[src/hw/light_prox_map.vh]
/*
  Register offsets, field positions, reset values and timing counts for the
  light/proximity interrupt filter. Definitions only; included by bare name.
*/
`ifndef LIGHT_PROX_MAP_VH
`define LIGHT_PROX_MAP_VH

// Register offsets on the byte-wide register port
`define FILTER_COUNTS_ADDR   8'h0C
`define WAIT_EXT_ADDR        8'h0D
`define PULSE_TOTAL_ADDR     8'h0E

// Field positions
`define PROX_PERS_MSB        7
`define PROX_PERS_LSB        4
`define LIGHT_PERS_MSB       3
`define LIGHT_PERS_LSB       0
`define LONG_WAIT_BIT        1

// Reset values
`define FILTER_COUNTS_RST    8'h00
`define WAIT_EXT_RST         8'h00
`define PULSE_TOTAL_RST      8'h01

// Timing: clock 50 MHz, step 2.72 ms, pulse rate 62.5 kHz
`define CLK_HZ               50000000
`define STEP_US              2720
`define STEP_CYCLES          ((`CLK_HZ / 1000000) * `STEP_US)
`define PULSE_HZ             62500
`define PULSE_CYCLES         (`CLK_HZ / `PULSE_HZ)
`define LONG_WAIT_FACTOR     12

`endif

[src/hw/persistence_filter.v]
/*
  One persistence filter: counts consecutive out-of-window results and flags
  a qualified event. Assumes one result strobe per measurement cycle.
*/
`timescale 1ns/100ps
module persistence_filter #(
  parameter DATA_W = 16,
  parameter CNT_W  = 6
) (
  // Clock and reset
  input  wire              core_clk,
  input  wire              rst,
  // Result and window
  input  wire              result_valid,
  input  wire [DATA_W-1:0] result,
  input  wire [DATA_W-1:0] low_threshold,
  input  wire [DATA_W-1:0] high_threshold,
  // Required run length; zero means every cycle
  input  wire [CNT_W-1:0]  required_run,
  // Qualified event
  output reg               event_pulse
);

  reg  [CNT_W-1:0] run_count;
  wire             out_window;
  wire [CNT_W-1:0] next_run;

  assign out_window = (result < low_threshold) || (result > high_threshold);
  // Saturates so a very long run never wraps back below the required count
  assign next_run   = (run_count == {CNT_W{1'b1}}) ? run_count : run_count + {{(CNT_W-1){1'b0}}, 1'b1};

  // Run counter clears on any in-window result
  always @(posedge core_clk or posedge rst) begin
    if (rst) begin
      run_count   <= {CNT_W{1'b0}};
      event_pulse <= 1'b0;
    end else begin
      event_pulse <= 1'b0;
      if (result_valid) begin
        if (!out_window) begin
          run_count <= {CNT_W{1'b0}};
        end else begin
          run_count <= next_run;
        end
        if (required_run == {CNT_W{1'b0}}) begin
          event_pulse <= 1'b1;
        end else if (out_window && next_run >= required_run) begin
          event_pulse <= 1'b1;
        end
      end
    end
  end

endmodule // persistence_filter

[src/hw/light_prox_interrupt_filter.v]
/*
  Interrupt persistence filtering, wait extension and emitter pulse train
  sequencing for a light/proximity sensor. Registers are written and read
  over a simple byte port decoded from the two-wire bus outside; results,
  thresholds, masks and enables arrive from neighbouring synchronous logic.
  Reserved config bits are stored as written; keeping them zero is host duty.
*/
`timescale 1ns/100ps
`include "light_prox_map.vh"
module light_prox_interrupt_filter #(
  parameter STEP_CYCLES  = `STEP_CYCLES,
  parameter PULSE_CYCLES = `PULSE_CYCLES
) (
  // Clock and reset
  input  wire        core_clk,
  input  wire        rst,
  // Register port
  input  wire [7:0]  reg_addr,
  input  wire        reg_write,
  input  wire [7:0]  reg_wdata,
  output reg  [7:0]  reg_rdata,
  // Settings from neighbouring registers
  input  wire        power_on,
  input  wire        light_enable,
  input  wire        prox_enable,
  input  wire        wait_enable,
  input  wire        prox_irq_mask,
  input  wire        light_irq_mask,
  input  wire [7:0]  light_integration_setting,
  input  wire [7:0]  wait_period_setting,
  input  wire        irq_clear,
  // Results and thresholds
  input  wire        light_result_valid,
  input  wire [15:0] light_ch0_count,
  input  wire [15:0] light_low_threshold,
  input  wire [15:0] light_high_threshold,
  input  wire        prox_result_valid,
  input  wire [15:0] prox_count,
  input  wire [15:0] prox_low_threshold,
  input  wire [15:0] prox_high_threshold,
  // Sequencer outputs
  output reg         light_integrating,
  output reg         prox_cycle_active,
  output reg         emitter_pulse,
  output reg         waiting,
  // Interrupt state
  output reg         prox_irq,
  output reg         light_irq,
  output reg         irq_out
);

  // Sequencer states, one-hot
  localparam [3:0] ST_IDLE  = 4'b0001;
  localparam [3:0] ST_LIGHT = 4'b0010;
  localparam [3:0] ST_PROX  = 4'b0100;
  localparam [3:0] ST_WAIT  = 4'b1000;

  // Terminal counts held at 32 bits so every compare keeps full width
  localparam [31:0] STEP_LAST  = STEP_CYCLES - 1;
  localparam [31:0] PULSE_LAST = PULSE_CYCLES - 1;
  localparam [31:0] LONG_LAST  = `LONG_WAIT_FACTOR - 1;

  // Programmed registers, sequencer state and timers
  reg  [7:0]  interrupt_filter_counts;
  reg  [7:0]  wait_extension_config;
  reg  [7:0]  emitter_pulse_total;
  reg  [3:0]  state;
  reg  [31:0] step_timer;
  reg  [8:0]  step_count;
  reg  [3:0]  long_count;
  reg  [15:0] pulse_timer;
  reg  [7:0]  pulses_sent;
  reg  [5:0]  light_required;

  // Decoded fields and derived strobes
  wire        step_tick;
  wire        prox_event;
  wire        light_event;
  wire [3:0]  prox_filter_count;
  wire [3:0]  light_filter_count;
  wire        long_wait_select;
  wire [8:0]  light_last_step;
  wire [8:0]  wait_last_step;
  wire        pulse_due;
  wire        long_step_done;

  assign prox_filter_count  = interrupt_filter_counts[`PROX_PERS_MSB:`PROX_PERS_LSB];
  assign light_filter_count = interrupt_filter_counts[`LIGHT_PERS_MSB:`LIGHT_PERS_LSB];
  assign long_wait_select   = wait_extension_config[`LONG_WAIT_BIT];
  assign step_tick          = (step_timer == STEP_LAST);

  // Last step index of a period: 256-N steps counted up from zero
  assign light_last_step = 9'h0ff - {1'b0, light_integration_setting};
  assign wait_last_step  = 9'h0ff - {1'b0, wait_period_setting};
  // Pulse spacing, and the twelvefold prescale of long waits
  assign pulse_due       = ({16'h0000, pulse_timer} == PULSE_LAST);
  assign long_step_done  = !long_wait_select || ({28'h000_0000, long_count} == LONG_LAST);

  // Register writes; reserved config bits stored as written
  always @(posedge core_clk or posedge rst) begin
    if (rst) begin
      interrupt_filter_counts <= `FILTER_COUNTS_RST;
      wait_extension_config   <= `WAIT_EXT_RST;
      emitter_pulse_total     <= `PULSE_TOTAL_RST;
    end else if (reg_write) begin
      case (reg_addr)
        `FILTER_COUNTS_ADDR: interrupt_filter_counts <= reg_wdata;
        `WAIT_EXT_ADDR:      wait_extension_config   <= reg_wdata;
        `PULSE_TOTAL_ADDR:   emitter_pulse_total     <= reg_wdata;
        default: ;
      endcase
    end
  end

  // Read mux, registered; unmapped offsets read zero
  always @(posedge core_clk or posedge rst) begin
    if (rst) begin
      reg_rdata <= 8'h00;
    end else begin
      case (reg_addr)
        `FILTER_COUNTS_ADDR: reg_rdata <= interrupt_filter_counts;
        `WAIT_EXT_ADDR:      reg_rdata <= wait_extension_config;
        `PULSE_TOTAL_ADDR:   reg_rdata <= emitter_pulse_total;
        default:             reg_rdata <= 8'h00;
      endcase
    end
  end

  // Light code to run length: 1-3 direct, above that steps of five
  always @* begin
    if (light_filter_count <= 4'h3) begin
      light_required = {2'b00, light_filter_count};
    end else begin
      light_required = ({2'b00, light_filter_count} - 6'h03) * 6'h05;
    end
  end

  // Separate filters keep the two functions apart
  persistence_filter #(.DATA_W(16), .CNT_W(4)) u_prox_filter (
    .core_clk       (core_clk),
    .rst            (rst),
    .result_valid   (prox_result_valid),
    .result         (prox_count),
    .low_threshold  (prox_low_threshold),
    .high_threshold (prox_high_threshold),
    .required_run   (prox_filter_count),
    .event_pulse    (prox_event)
  );

  persistence_filter #(.DATA_W(16), .CNT_W(6)) u_light_filter (
    .core_clk       (core_clk),
    .rst            (rst),
    .result_valid   (light_result_valid),
    .result         (light_ch0_count),
    .low_threshold  (light_low_threshold),
    .high_threshold (light_high_threshold),
    .required_run   (light_required),
    .event_pulse    (light_event)
  );

  // Sticky interrupt flags; a new event beats a clear in the same cycle
  always @(posedge core_clk or posedge rst) begin
    if (rst) begin
      prox_irq  <= 1'b0;
      light_irq <= 1'b0;
      irq_out   <= 1'b0;
    end else begin
      if (prox_event && prox_irq_mask) begin
        prox_irq <= 1'b1;
      end else if (irq_clear) begin
        prox_irq <= 1'b0;
      end
      if (light_event && light_irq_mask) begin
        light_irq <= 1'b1;
      end else if (irq_clear) begin
        light_irq <= 1'b0;
      end
      irq_out <= (prox_irq && prox_irq_mask) || (light_irq && light_irq_mask);
    end
  end

  // Step divider: one-cycle enable each 2.72 ms while in a timed state
  always @(posedge core_clk or posedge rst) begin
    if (rst) begin
      step_timer <= 32'h0000_0000;
    end else if (state == ST_IDLE || state == ST_PROX || step_tick) begin
      step_timer <= 32'h0000_0000;
    end else begin
      step_timer <= step_timer + 32'h0000_0001;
    end
  end

  // Measurement sequencer: light period, prox burst, optional wait
  always @(posedge core_clk or posedge rst) begin
    if (rst) begin
      state             <= ST_IDLE;
      step_count        <= 9'h000;
      long_count        <= 4'h0;
      pulse_timer       <= 16'h0000;
      pulses_sent       <= 8'h00;
      light_integrating <= 1'b0;
      prox_cycle_active <= 1'b0;
      emitter_pulse     <= 1'b0;
      waiting           <= 1'b0;
    end else begin
      emitter_pulse <= 1'b0;
      if (!power_on) begin
        state             <= ST_IDLE;
        light_integrating <= 1'b0;
        prox_cycle_active <= 1'b0;
        waiting           <= 1'b0;
      end else begin
        case (state)
          ST_IDLE: begin
            if (light_enable || prox_enable) begin
              state             <= ST_LIGHT;
              step_count        <= 9'h000;
              light_integrating <= light_enable;
            end
          end
          // Integration timer runs even with light off to pace prox
          ST_LIGHT: begin
            if (step_tick) begin
              if (step_count == light_last_step) begin
                light_integrating <= 1'b0;
                step_count        <= 9'h000;
                long_count        <= 4'h0;
                if (prox_enable) begin
                  state             <= ST_PROX;
                  prox_cycle_active <= 1'b1;
                  pulse_timer       <= 16'h0000;
                  pulses_sent       <= 8'h00;
                end else if (wait_enable) begin
                  state   <= ST_WAIT;
                  waiting <= 1'b1;
                end else begin
                  state <= ST_IDLE;
                end
              end else begin
                step_count <= step_count + 9'h001;
              end
            end
          end
          // Emit exactly the programmed count, one per pulse period
          // A count of zero leaves at once without pulsing
          ST_PROX: begin
            if (pulses_sent == emitter_pulse_total) begin
              prox_cycle_active <= 1'b0;
              if (wait_enable) begin
                state   <= ST_WAIT;
                waiting <= 1'b1;
              end else begin
                state <= ST_IDLE;
              end
            end else if (pulse_due) begin
              pulse_timer   <= 16'h0000;
              emitter_pulse <= 1'b1;
              pulses_sent   <= pulses_sent + 8'h01;
            end else begin
              pulse_timer <= pulse_timer + 16'h0001;
            end
          end
          // Wait steps, each stretched twelvefold in long mode
          ST_WAIT: begin
            if (step_tick) begin
              if (!long_step_done) begin
                long_count <= long_count + 4'h1;
              end else begin
                long_count <= 4'h0;
                if (step_count == wait_last_step) begin
                  waiting    <= 1'b0;
                  step_count <= 9'h000;
                  state      <= ST_IDLE;
                end else begin
                  step_count <= step_count + 9'h001;
                end
              end
            end
          end
          default: state <= ST_IDLE;
        endcase
      end
    end
  end

endmodule // light_prox_interrupt_filter

[config.mk]
export PLATFORM = sky130hd
export DESIGN_NAME = light_prox_interrupt_filter
export DESIGN_NICKNAME = d
export VERILOG_FILES = /design/src/hw/persistence_filter.v /design/src/hw/light_prox_interrupt_filter.v
export VERILOG_INCLUDE_DIRS = /design/src /design/src/hw
export SDC_FILE = /design/constraint.sdc
export NUM_CORES = 1
export LEC_CHECK = 0
export ABC_AREA = 1
export ABC_CLOCK_PERIOD_IN_PS = 7000
export BUFFER_PORTS_ARGS = -buffer_cell sky130_fd_sc_hd__buf_2
export CAP_MARGIN = 20
export CORE_MARGIN = 2
export CORE_UTILIZATION = 50
export CTS_CLUSTER_DIAMETER = 50
export DETAILED_ROUTE_END_ITERATION = 8
export PLACE_DENSITY_LB_ADDON = 0.25
export SLEW_MARGIN = 20
export SYNTH_ARGS = -nofsm -noshare
export SYNTH_HDL_FRONTEND = slang
export SYNTH_SLANG_ARGS = --single-unit
export TNS_END_PERCENT = 1
[constraint.sdc]
create_clock -name core_clk -period 7 [get_ports core_clk]
set_input_delay 0.7 -clock core_clk [delete_from_list [all_inputs] [get_ports core_clk]]
set_output_delay 0.7 -clock core_clk [all_outputs]
set_load 0.02 [all_outputs]
Yosys cells after proc, flatten, opt, wreduce, memory -nomap -nowiden. Index checks and enable logic that the tools add are counted.

Add/sub/neg operators: 10. Reductions and logical operators: 32. Multiplexer cells: 76. $lt $le $gt $ge: 7. Equality and inequality tests: 35. $mul: 1.

Operator list (count): $mux W16 (5); $mux W4 (16); $mux W9 (6); $mux W8 (5); $add A32 B1 Y32 const B (1); $eq A32 B18 Y1 const B (1); $gt A16 B16 Y1 (2); $lt A16 B16 Y1 (2); $mux W32 (1); $pmux W16 S2 (1); $mux W1 (31); $pmux W9 S3 (1); $eq A8 B4 Y1 const B (3); $pmux W8 S3 (1); $ne A3 B3 Y1 const B (7); $eq A9 B9 Y1 (2); $mux W6 (3); $sub A8 B8 Y9 const A (2); $add A16 B1 Y16 const B (1); $eq A16 B10 Y1 const B (1); $pmux W4 S4 (1); $pmux W8 S2 (1); $ne A2 B2 Y1 const B (7); $reduce_and A7 Y1 (2); 34 further kinds (58).

Flip-flop bits (word level): 124. Word-level logic and storage cells: 182. Output and inout bits: 15.

Depth between registers and ports, before layout. Gate-level depths: netlist of the first run.

Word-level depth: 8. Gate-level depth with buffers: 18. Depth with buffers taken out: 18.

Cells and area by module. From an unflattened synthesis of the first run, not the netlist that was laid out.

Cells, all modules: 1375. Area, all modules: 9744.3 µm².

Modules (own cells, without submodules): light_prox_interrupt_filter (cells an instance 982, area each 7113.1 µm², instances 1); persistence_filter at u_light_filter (cells an instance 208, area each 1413.9 µm², instances 1); persistence_filter at u_prox_filter (cells an instance 185, area each 1217.4 µm², instances 1).

Least setup slack after synthesis of the first run. Ideal clock, no wire load.

Path type: reg2reg. From: register interrupt_filter_counts[0]. To: register u_light_filter.event_pulse. Data arrival time: 2738 ps. Stages on the path, launching flop included: 19. Data required time: 6880 ps. Library setup time: 120 ps. Slack: 4142 ps. Path through: dfrtp_1 -> ha_1 -> inv_1 -> nand2_1 -> nand2_1 -> inv_1 -> ha_1 -> fa_1 -> xor2_1 -> inv_1 -> o211ai_1 -> nand3_1 -> ha_1 -> nand2_1 -> inv_1 -> o211ai_1 -> o2111ai_1 -> nand2_1 -> a21oi_1.

Cells in the longest elaborated chain, start to end: 8. Elaborated cells between the ends (all ways): 10.

RTL lines: start: declaration (line light_prox_interrupt_filter.v:64) `reg [7:0] interrupt_filter_counts;`; start signal: assignment (line light_prox_interrupt_filter.v:102) `` interrupt_filter_counts <= `FILTER_COUNTS_RST; ``; start signal: assignment (line light_prox_interrupt_filter.v:107) `` `FILTER_COUNTS_ADDR: interrupt_filter_counts <= reg_wdata; ``; $sub A4 B2 Y5 (line light_prox_interrupt_filter.v:134) `light_required = ({2'b00, light_filter_count} - 6'h03) * 6'h05;`; $mul A6 B3 Y6 (line light_prox_interrupt_filter.v:134); $mux W6 * (line light_prox_interrupt_filter.v:131) `if (light_filter_count <= 4'h3) begin`; $ge A6 B6 Y1 (line persistence_filter.v:47) `end else if (out_window && next_run >= required_run) begin`; $logic_and A1 B1 Y1 (line persistence_filter.v:47); $mux W1 (line persistence_filter.v:47); $mux W1 * (line persistence_filter.v:45) `if (required_run == {CNT_W{1'b0}}) begin`; $mux W1 * (line persistence_filter.v:39) `if (result_valid) begin`; end signal: assignment (line persistence_filter.v:38) `event_pulse <= 1'b0;`; end signal: assignment (line persistence_filter.v:46) `event_pulse <= 1'b1;`; end signal: assignment (line persistence_filter.v:48) `event_pulse <= 1'b1;`; end: declaration (line persistence_filter.v:21) `output reg event_pulse`.

Mark *: on every way between the ends. The rest lies on a longest branch, timed or not. A chain may end at the register's enable or synchronous reset.

Worst setup path after layout of the first run. Ends and elaborated chain as after synthesis.

==> results.toml, run 1 <==
[outcome]
outcome = "completed"

[grt]
grt_pass1_wl_mm = 37.9
grt_max_degree = 73
grt_util_all_layers_pct = 22.7
grt_pass1_vias = 8500
grt.overflow.total = 0
antenna_found_initial = 0

[route]
drtAntennaViolNets = 0
dr.pass1.iters = 5
vias = 8997
wl_per_cell_um = 12.4
drtIter0Drc = 569
drt-total-wl_mm = 21.9
drc = 0
via_per_inst = 5.09

[clock_tree]
cts_tree = "built"
hold_buffers = 0
cts_resized = 0
clk_pin_slew_ns = 0.06
cts_htree_levels = 4
cts_sinks = 124
clk_path_buf_depth = 2
cts-root-buf = "clkbuf_16"
clock_latency_ns = 0.43
cts_made_buffers = 17
cts_setup_buffers = 0

[critical_path]
worstPathRequired_ns = 7.35
crit_chain = "nand2_1 -> nand2_1 -> nand2_1 -> nand2_1 -> ha_1 -> ha_1 -> fa_1 -> xor2_1 -> inv_1 -> o211ai_1 -> nand3_1 -> ha_1 -> nand2_1 -> inv_1 -> nand4_1 -> o2111ai_1 -> nand2_1 -> a21oi_1"
slowest_delay_ns = 0.46
rr_endpoint = "u_light_filter.event_pulse"
crit_arrival_ns = 3.48
cp_slowest_cell = "dfrtp_1"
cp-start-kind = "register"
cpMostUsedCell = "nand2_1"
cp_max_fo = 8
reg2reg_depth = 18
worstSetupEndpointType = "register"
reg2reg_slack_ns = 3.88
r2r-start = "interrupt_filter_counts[0]"
crit_type = "register to register"

[sta]
finalHoldViolations = 0
period_minus_slack_ns = 3.12
finalClockSkew_ns = 0.00953
slew_viol_final = 0
period_share_pct = 44.6
worst_pin_slew_ns = 0.912
fmax_mhz = 320
fin_tns_setup_ns = 0
hold_slack_ns = 0.380
rsz0062_at_grt = "false"
setup-violations-final = 0
maxSlewHeadroom_pct = 39.2

[die]
die_h_um = 142
std_cell_rows = 50
core_sq_um = 18800
die-area_sq_um = 20300
die_w_um = 142
ios = 155
initial_core_util_pct = 51.0

[layout]
flow.area_growth_from_synthesis_pct = 15.5
layout_common_cells = "nand2_1 (357), inv_1 (216), buf_2 (154)"
drive_above_1_share_pct = 16.6
insertedDiodeCount = 0
nNetsFinal = 1743
layout_commonest_cell = "nand2_1"

[yosys]
synth_seq_cells = 124
synth_cell_types = 44
syn-num-nets = 1591
synth_area_sq_um = 9570
synth_warnings = 0
netlist_instances = 1367
synth_area_per_cell_sq_um = 7.00
yosysSeqAreaShare_pct = 32.4

[placement]
hpwl_mm = 16.9
gp_congestion = 0.878
port_buffers = 154

[power_and_ir_drop]
p_leak_nw = 5.81
share_seq_of_total_power_pct = 35.9
clkPwrFrac_pct = 37.8
power_mw = 2.26
powerDensity_nw_per_um2 = 204
switching_share_pct = 33.6
p_switching_uw = 758
power.internal_mw = 1.50
ir_drop_v = 0.000169
pwr-share-comb_pct = 26.3

[run]
drv_cap = 0

[worst_hold_path]
min_path_type = "primary input to asynchronous set/reset pin"
-- power by group through the flow --
stage | logic, mW | registers [mW] | clock network (mW)
floorplan | 0.435 | 0.828 | 0
global placement | 0.580 | 0.822 | 0
detailed placement | 0.594 | 0.822 | 0
CTS | 0.598 | 0.811 | 0.865
global route | 0.691 | 0.817 | 0.899
finish | 0.594 | 0.811 | 0.852
-- cells by family after synthesis --
family,synth area share (%)
AOI/OAI and AO/OA,9.63
xor gates and xnor gates,3.46
adders and majority gates,11.1
buffers and inverters,10.4
DFF,32.4
and+or+nand+nor,33.0
-- through the flow --
stage	instance area, sq um	cells	setup slack [ns]	utilization [%]
finish	11100	1766	3.88	58.9
global route	11100	1766	3.60	58.9
floorplan	9570	1367	3.00	-
detailed placement	10500	1734	3.89	55.9
CTS	11100	1766	3.88	58.9
global placement	10500	1734	3.96	55.9
-- synthesized netlist by cell type (all sizes together) --
library cell,count,area share [%]
a21oi,43,2.2
o21ai,89,5.5
nand4,35,2.3
o2111ai,1,0.092
a22o,1,0.092
a31oi,4,0.26
fa,1,0.21
nor2b,1,0.065
o221ai,6,0.55
inv,222,8.7
nand2b,1,0.065
ha,83,11
nand3b,6,0.47
xnor2,8,0.73
xor2,29,2.7
nor3b,5,0.39
a211oi,1,0.078
clkbuf,8,0.52
nor3,41,2.3
or2,10,0.65
o211ai,6,0.47
buf,15,1.2
nand2,371,15
o21bai,1,0.078
dfstp,2,0.55
a21o,2,0.16
nand3,100,5.3
nor2,145,6.1
dfrtp,122,32
a31o,1,0.092
nor4,7,0.46
-- worst max-delay path: cells and delay by family (launching register included) --
kind | cells | cell delay [ns]
fa+ha+maj | 4 | 1.22
flops | 1 | 0.46
compound gates | 3 | 0.31
xor+xnor | 1 | 0.20
simple gates | 8 | 0.74
buf+inv | 2 | 0.14
-- worst max path at each step --
stage | from | end | slack, ns | cells after the start
after floorplan | rst | emitter_pulse | 3.00 | 1
after global placement | interrupt_filter_counts[0] | u_light_filter.event_pulse | 3.96 | 18
after detailed placement | interrupt_filter_counts[0] | u_light_filter.event_pulse | 3.89 | 18
after CTS | interrupt_filter_counts[0] | u_light_filter.event_pulse | 3.88 | 18
after global routing | interrupt_filter_counts[0] | u_light_filter.event_pulse | 3.60 | 18
final | interrupt_filter_counts[0] | u_light_filter.event_pulse | 3.88 | 18
-- per-layer routing --
metal | wire, um | global-route usage [%]
met1 | 10300 | 30.0
met2 | 10400 | 38.7
met4 | 308 | 5.94
met3 | 837 | 4.10
met5 | 0 | 0
-- flip-flops by register name, summed over array words and instances (netlist names), 6 cells and up --
| register | flops |
|---|---|
| reg_rdata | 8 |
| wait_extension_config | 8 |
| step_count | 9 |
| pulses_sent | 8 |
| pulse_timer | 16 |
| u_light_filter.run_count | 6 |
| step_timer | 32 |
| interrupt_filter_counts | 8 |
| emitter_pulse_total | 8 |
-- area by class of cell --
class	count	area, sq um
flip-flops and latches	124	3110
inverters	222	836
clock buffers	21	460
clock inverters	11	110
fillers	1756	7710
multi-input cells	998	5470
well taps	234	293
repair buffers	156	786
(Power assumes the default switching activity.)
==> run 2, diff against run 1 <==
Settings changed: ABC_CLOCK_PERIOD_IN_PS 7000 to 2850.
Clock period 7 ns to 2.85 ns, I/O delays scaled along.
==> run 2 against run 1 <==
  * The flow now finishes with violations (setup timing)
  * Hold slack worse by 0.31 ns
  * Highest routed layer unchanged
  * Combinational power grew to 2.7 times the previous value
  * Cell count grew 1.9%
  * Largest cell class unchanged
==> results.toml, run 2 (synthesis gave the netlist of run 1 again) <==
[outcome]
outcome = "finished with violations"
violations = "setup timing"

[power_and_ir_drop]
power_mw = 5.84
powerDensity_nw_per_um2 = 509
p_leak_nw = 6.00
ir_drop_v = 0.000427
pwr-share-comb_pct = 27.6
power.internal_mw = 3.91
share_seq_of_total_power_pct = 34.2
clkPwrFrac_pct = 38.2
switching_share_pct = 33.1
p_switching_mw = 1.93

[layout]
top_register = "step_timer"
fillers = 1722
drive_above_1_share_pct = 19.5
reg.largest.list = "step_timer x32, pulse_timer x16, step_count x9"
flow.area_growth_from_synthesis_pct = 19.9
register_area_sq_um = 3110
nNetsFinal = 1776
multi_input_comb_area_sq_um = 5570
insertedDiodeCount = 0
largest_reg_flops = 32
layout_common_cells = "nand2_1 (354), inv_1 (213), buf_2 (154)"
layout_commonest_cell = "nand2_1"

[critical_path]
crit_chain = "buf_6 -> ha_4 -> ha_4 -> ha_4 -> fa_2 -> xor2_2 -> inv_1 -> o211ai_1 -> nand3_2 -> ha_4 -> buf_4 -> a21oi_1 -> o2111ai_1 -> nand2_1 -> a21oi_2"
cp_slowest_cell = "dfrtp_1"
cp_max_fo = 2
worstPathRequired_ns = 3.16
crit_arrival_ns = 3.42
cpMostUsedCell = "ha_4"
cp-start-kind = "register"
worstSetupEndpointType = "register"
critical_path.top_delay_family = "adder cells"
path_buf_inv = 3
slowest_delay_ns = 0.40
crit_type = "register to register"

[clock_tree]
cts-root-buf = "clkbuf_16"
cts_sinks = 124
cts_htree_levels = 4
clock_latency_ns = 0.43
clk_pin_slew_ns = 0.06
clk_path_buf_depth = 2
cts_made_buffers = 17
cts_tree = "built"

[sta]
period_minus_slack_ns = 3.11
worst_pin_slew_ns = 0.692
finalHoldViolations = 0
maxSlewHeadroom_pct = 53.8
setup-violations-final = 1
finalClockSkew_ns = 0.00687
fin_tns_setup_ns = -0.258
rsz0062_at_grt = "true"
fin_ws_ns = -0.258
slew_viol_final = 0
fmax_mhz = 322
period_share_pct = 109
hold_slack_ns = 0.0705

[die]
core_sq_um = 18800
die_w_um = 142
ios = 155
initial_core_util_pct = 51.0
die_h_um = 142
std_cell_rows = 50
die-area_sq_um = 20300

[route]
drtIter0Drc = 491
wl_per_cell_um = 12.7
via_per_inst = 5.15
vias = 9259
drc = 0
wl_met3_um = 900
top_layer_used = "met4"
drtAntennaViolNets = 0
met1_length_mm = 10.5
dr.pass1.iters = 6
drt-total-wl_mm = 22.8
met2WireLength_mm = 10.8

[grt]
grt_max_degree = 63
grt_util_all_layers_pct = 23.4
grt.overflow.total = 0
grt_pass1_vias = 8791
grt_pass1_wl_mm = 39.0
antenna_found_initial = 0

[run]
drv_cap = 0

[placement]
hpwl_mm = 17.2
port_buffers = 154
gp_congestion = 0.918

[worst_hold_path]
min_path_type = "primary input to register"
-- run 2: changes by cell type in the layout (fill, tap and decap cells not counted), moves of 3 or more --
cell      delta
inv_1        -3
clkinv_2     +3
ha_1         -5
inv_6        -3
inv_2        +3
buf_4       +29
ha_4         +5
nand2_1      -3
-- run 2: final timing paths --
kind                                         endpoint  slack, ns  depth (start not counted)                        from
min                                         light_irq       0.07                          2                   irq_clear
min in group asynchronous           light_integrating       0.51                          3                         rst
min reg2reg                             step_timer[0]       0.47                          1               step_timer[0]
max in group asynchronous               step_timer[1]       1.56                          4                         rst
max reg2reg                u_light_filter.event_pulse      -0.26                         15  interrupt_filter_counts[0]
max                        u_light_filter.event_pulse      -0.26                         15  interrupt_filter_counts[0]
-- run 2: cell type report --
type	instances	area share [%]
repair buffers	189	9.28
inverters	222	7.30
well taps	234	2.55
clock buffers	18	3.83
flip-flops and latches	124	27.1
clock inverters	14	1.46
multi-input cells	998	48.5
-- run 2: per-stage QoR --
step                      instances  area, sq um  setup WS, ns  util, %
after global placement         1750        10600       -0.0879     56.7
after detailed placement       1750        10600        -0.190     56.7
after global routing           1799        11500        -0.423     61.1
after floorplan                1367         9580      -0.00839        -
final                          1799        11500        -0.258     61.1
after CTS                      1794        11400       -0.0101     60.6
-- run 2: worst register-to-register path: cells and delay by family, from the launching register on --
family	cells	cell delay [ns]
AOI/OAI and AO/OA	4	0.53
adders and majority gates	5	1.28
buffers and inverters	3	0.33
DFF	1	0.40
xor gates and xnor gates	1	0.19
and+or+nand+nor	2	0.26
-- run 2: power groups by stage --
stage	clock [mW]	combinational (mW)	sequential (mW)
floorplan	0	1.07	2.03
detailed placement	0	1.52	2.02
global route	2.34	1.86	2.01
finish	2.23	1.61	1.99
CTS	2.25	1.55	1.99
global placement	0	1.47	2.02
-- run 2: timing repair --
item,4_1_cts,5_1_grt
resized for setup,8,13
setup buffers,11,5
hold buffers,1,0
setup endpoints to repair,1,1
hold endpoints to repair,24,0
pin swaps,10,10
-- run 2: per-layer routing --
metal,GRT usage [%],vias up
li1,-,4784
met1,30.8,4231
met2,39.3,194
met3,3.73,50
met4,8.08,0
met5,0,-
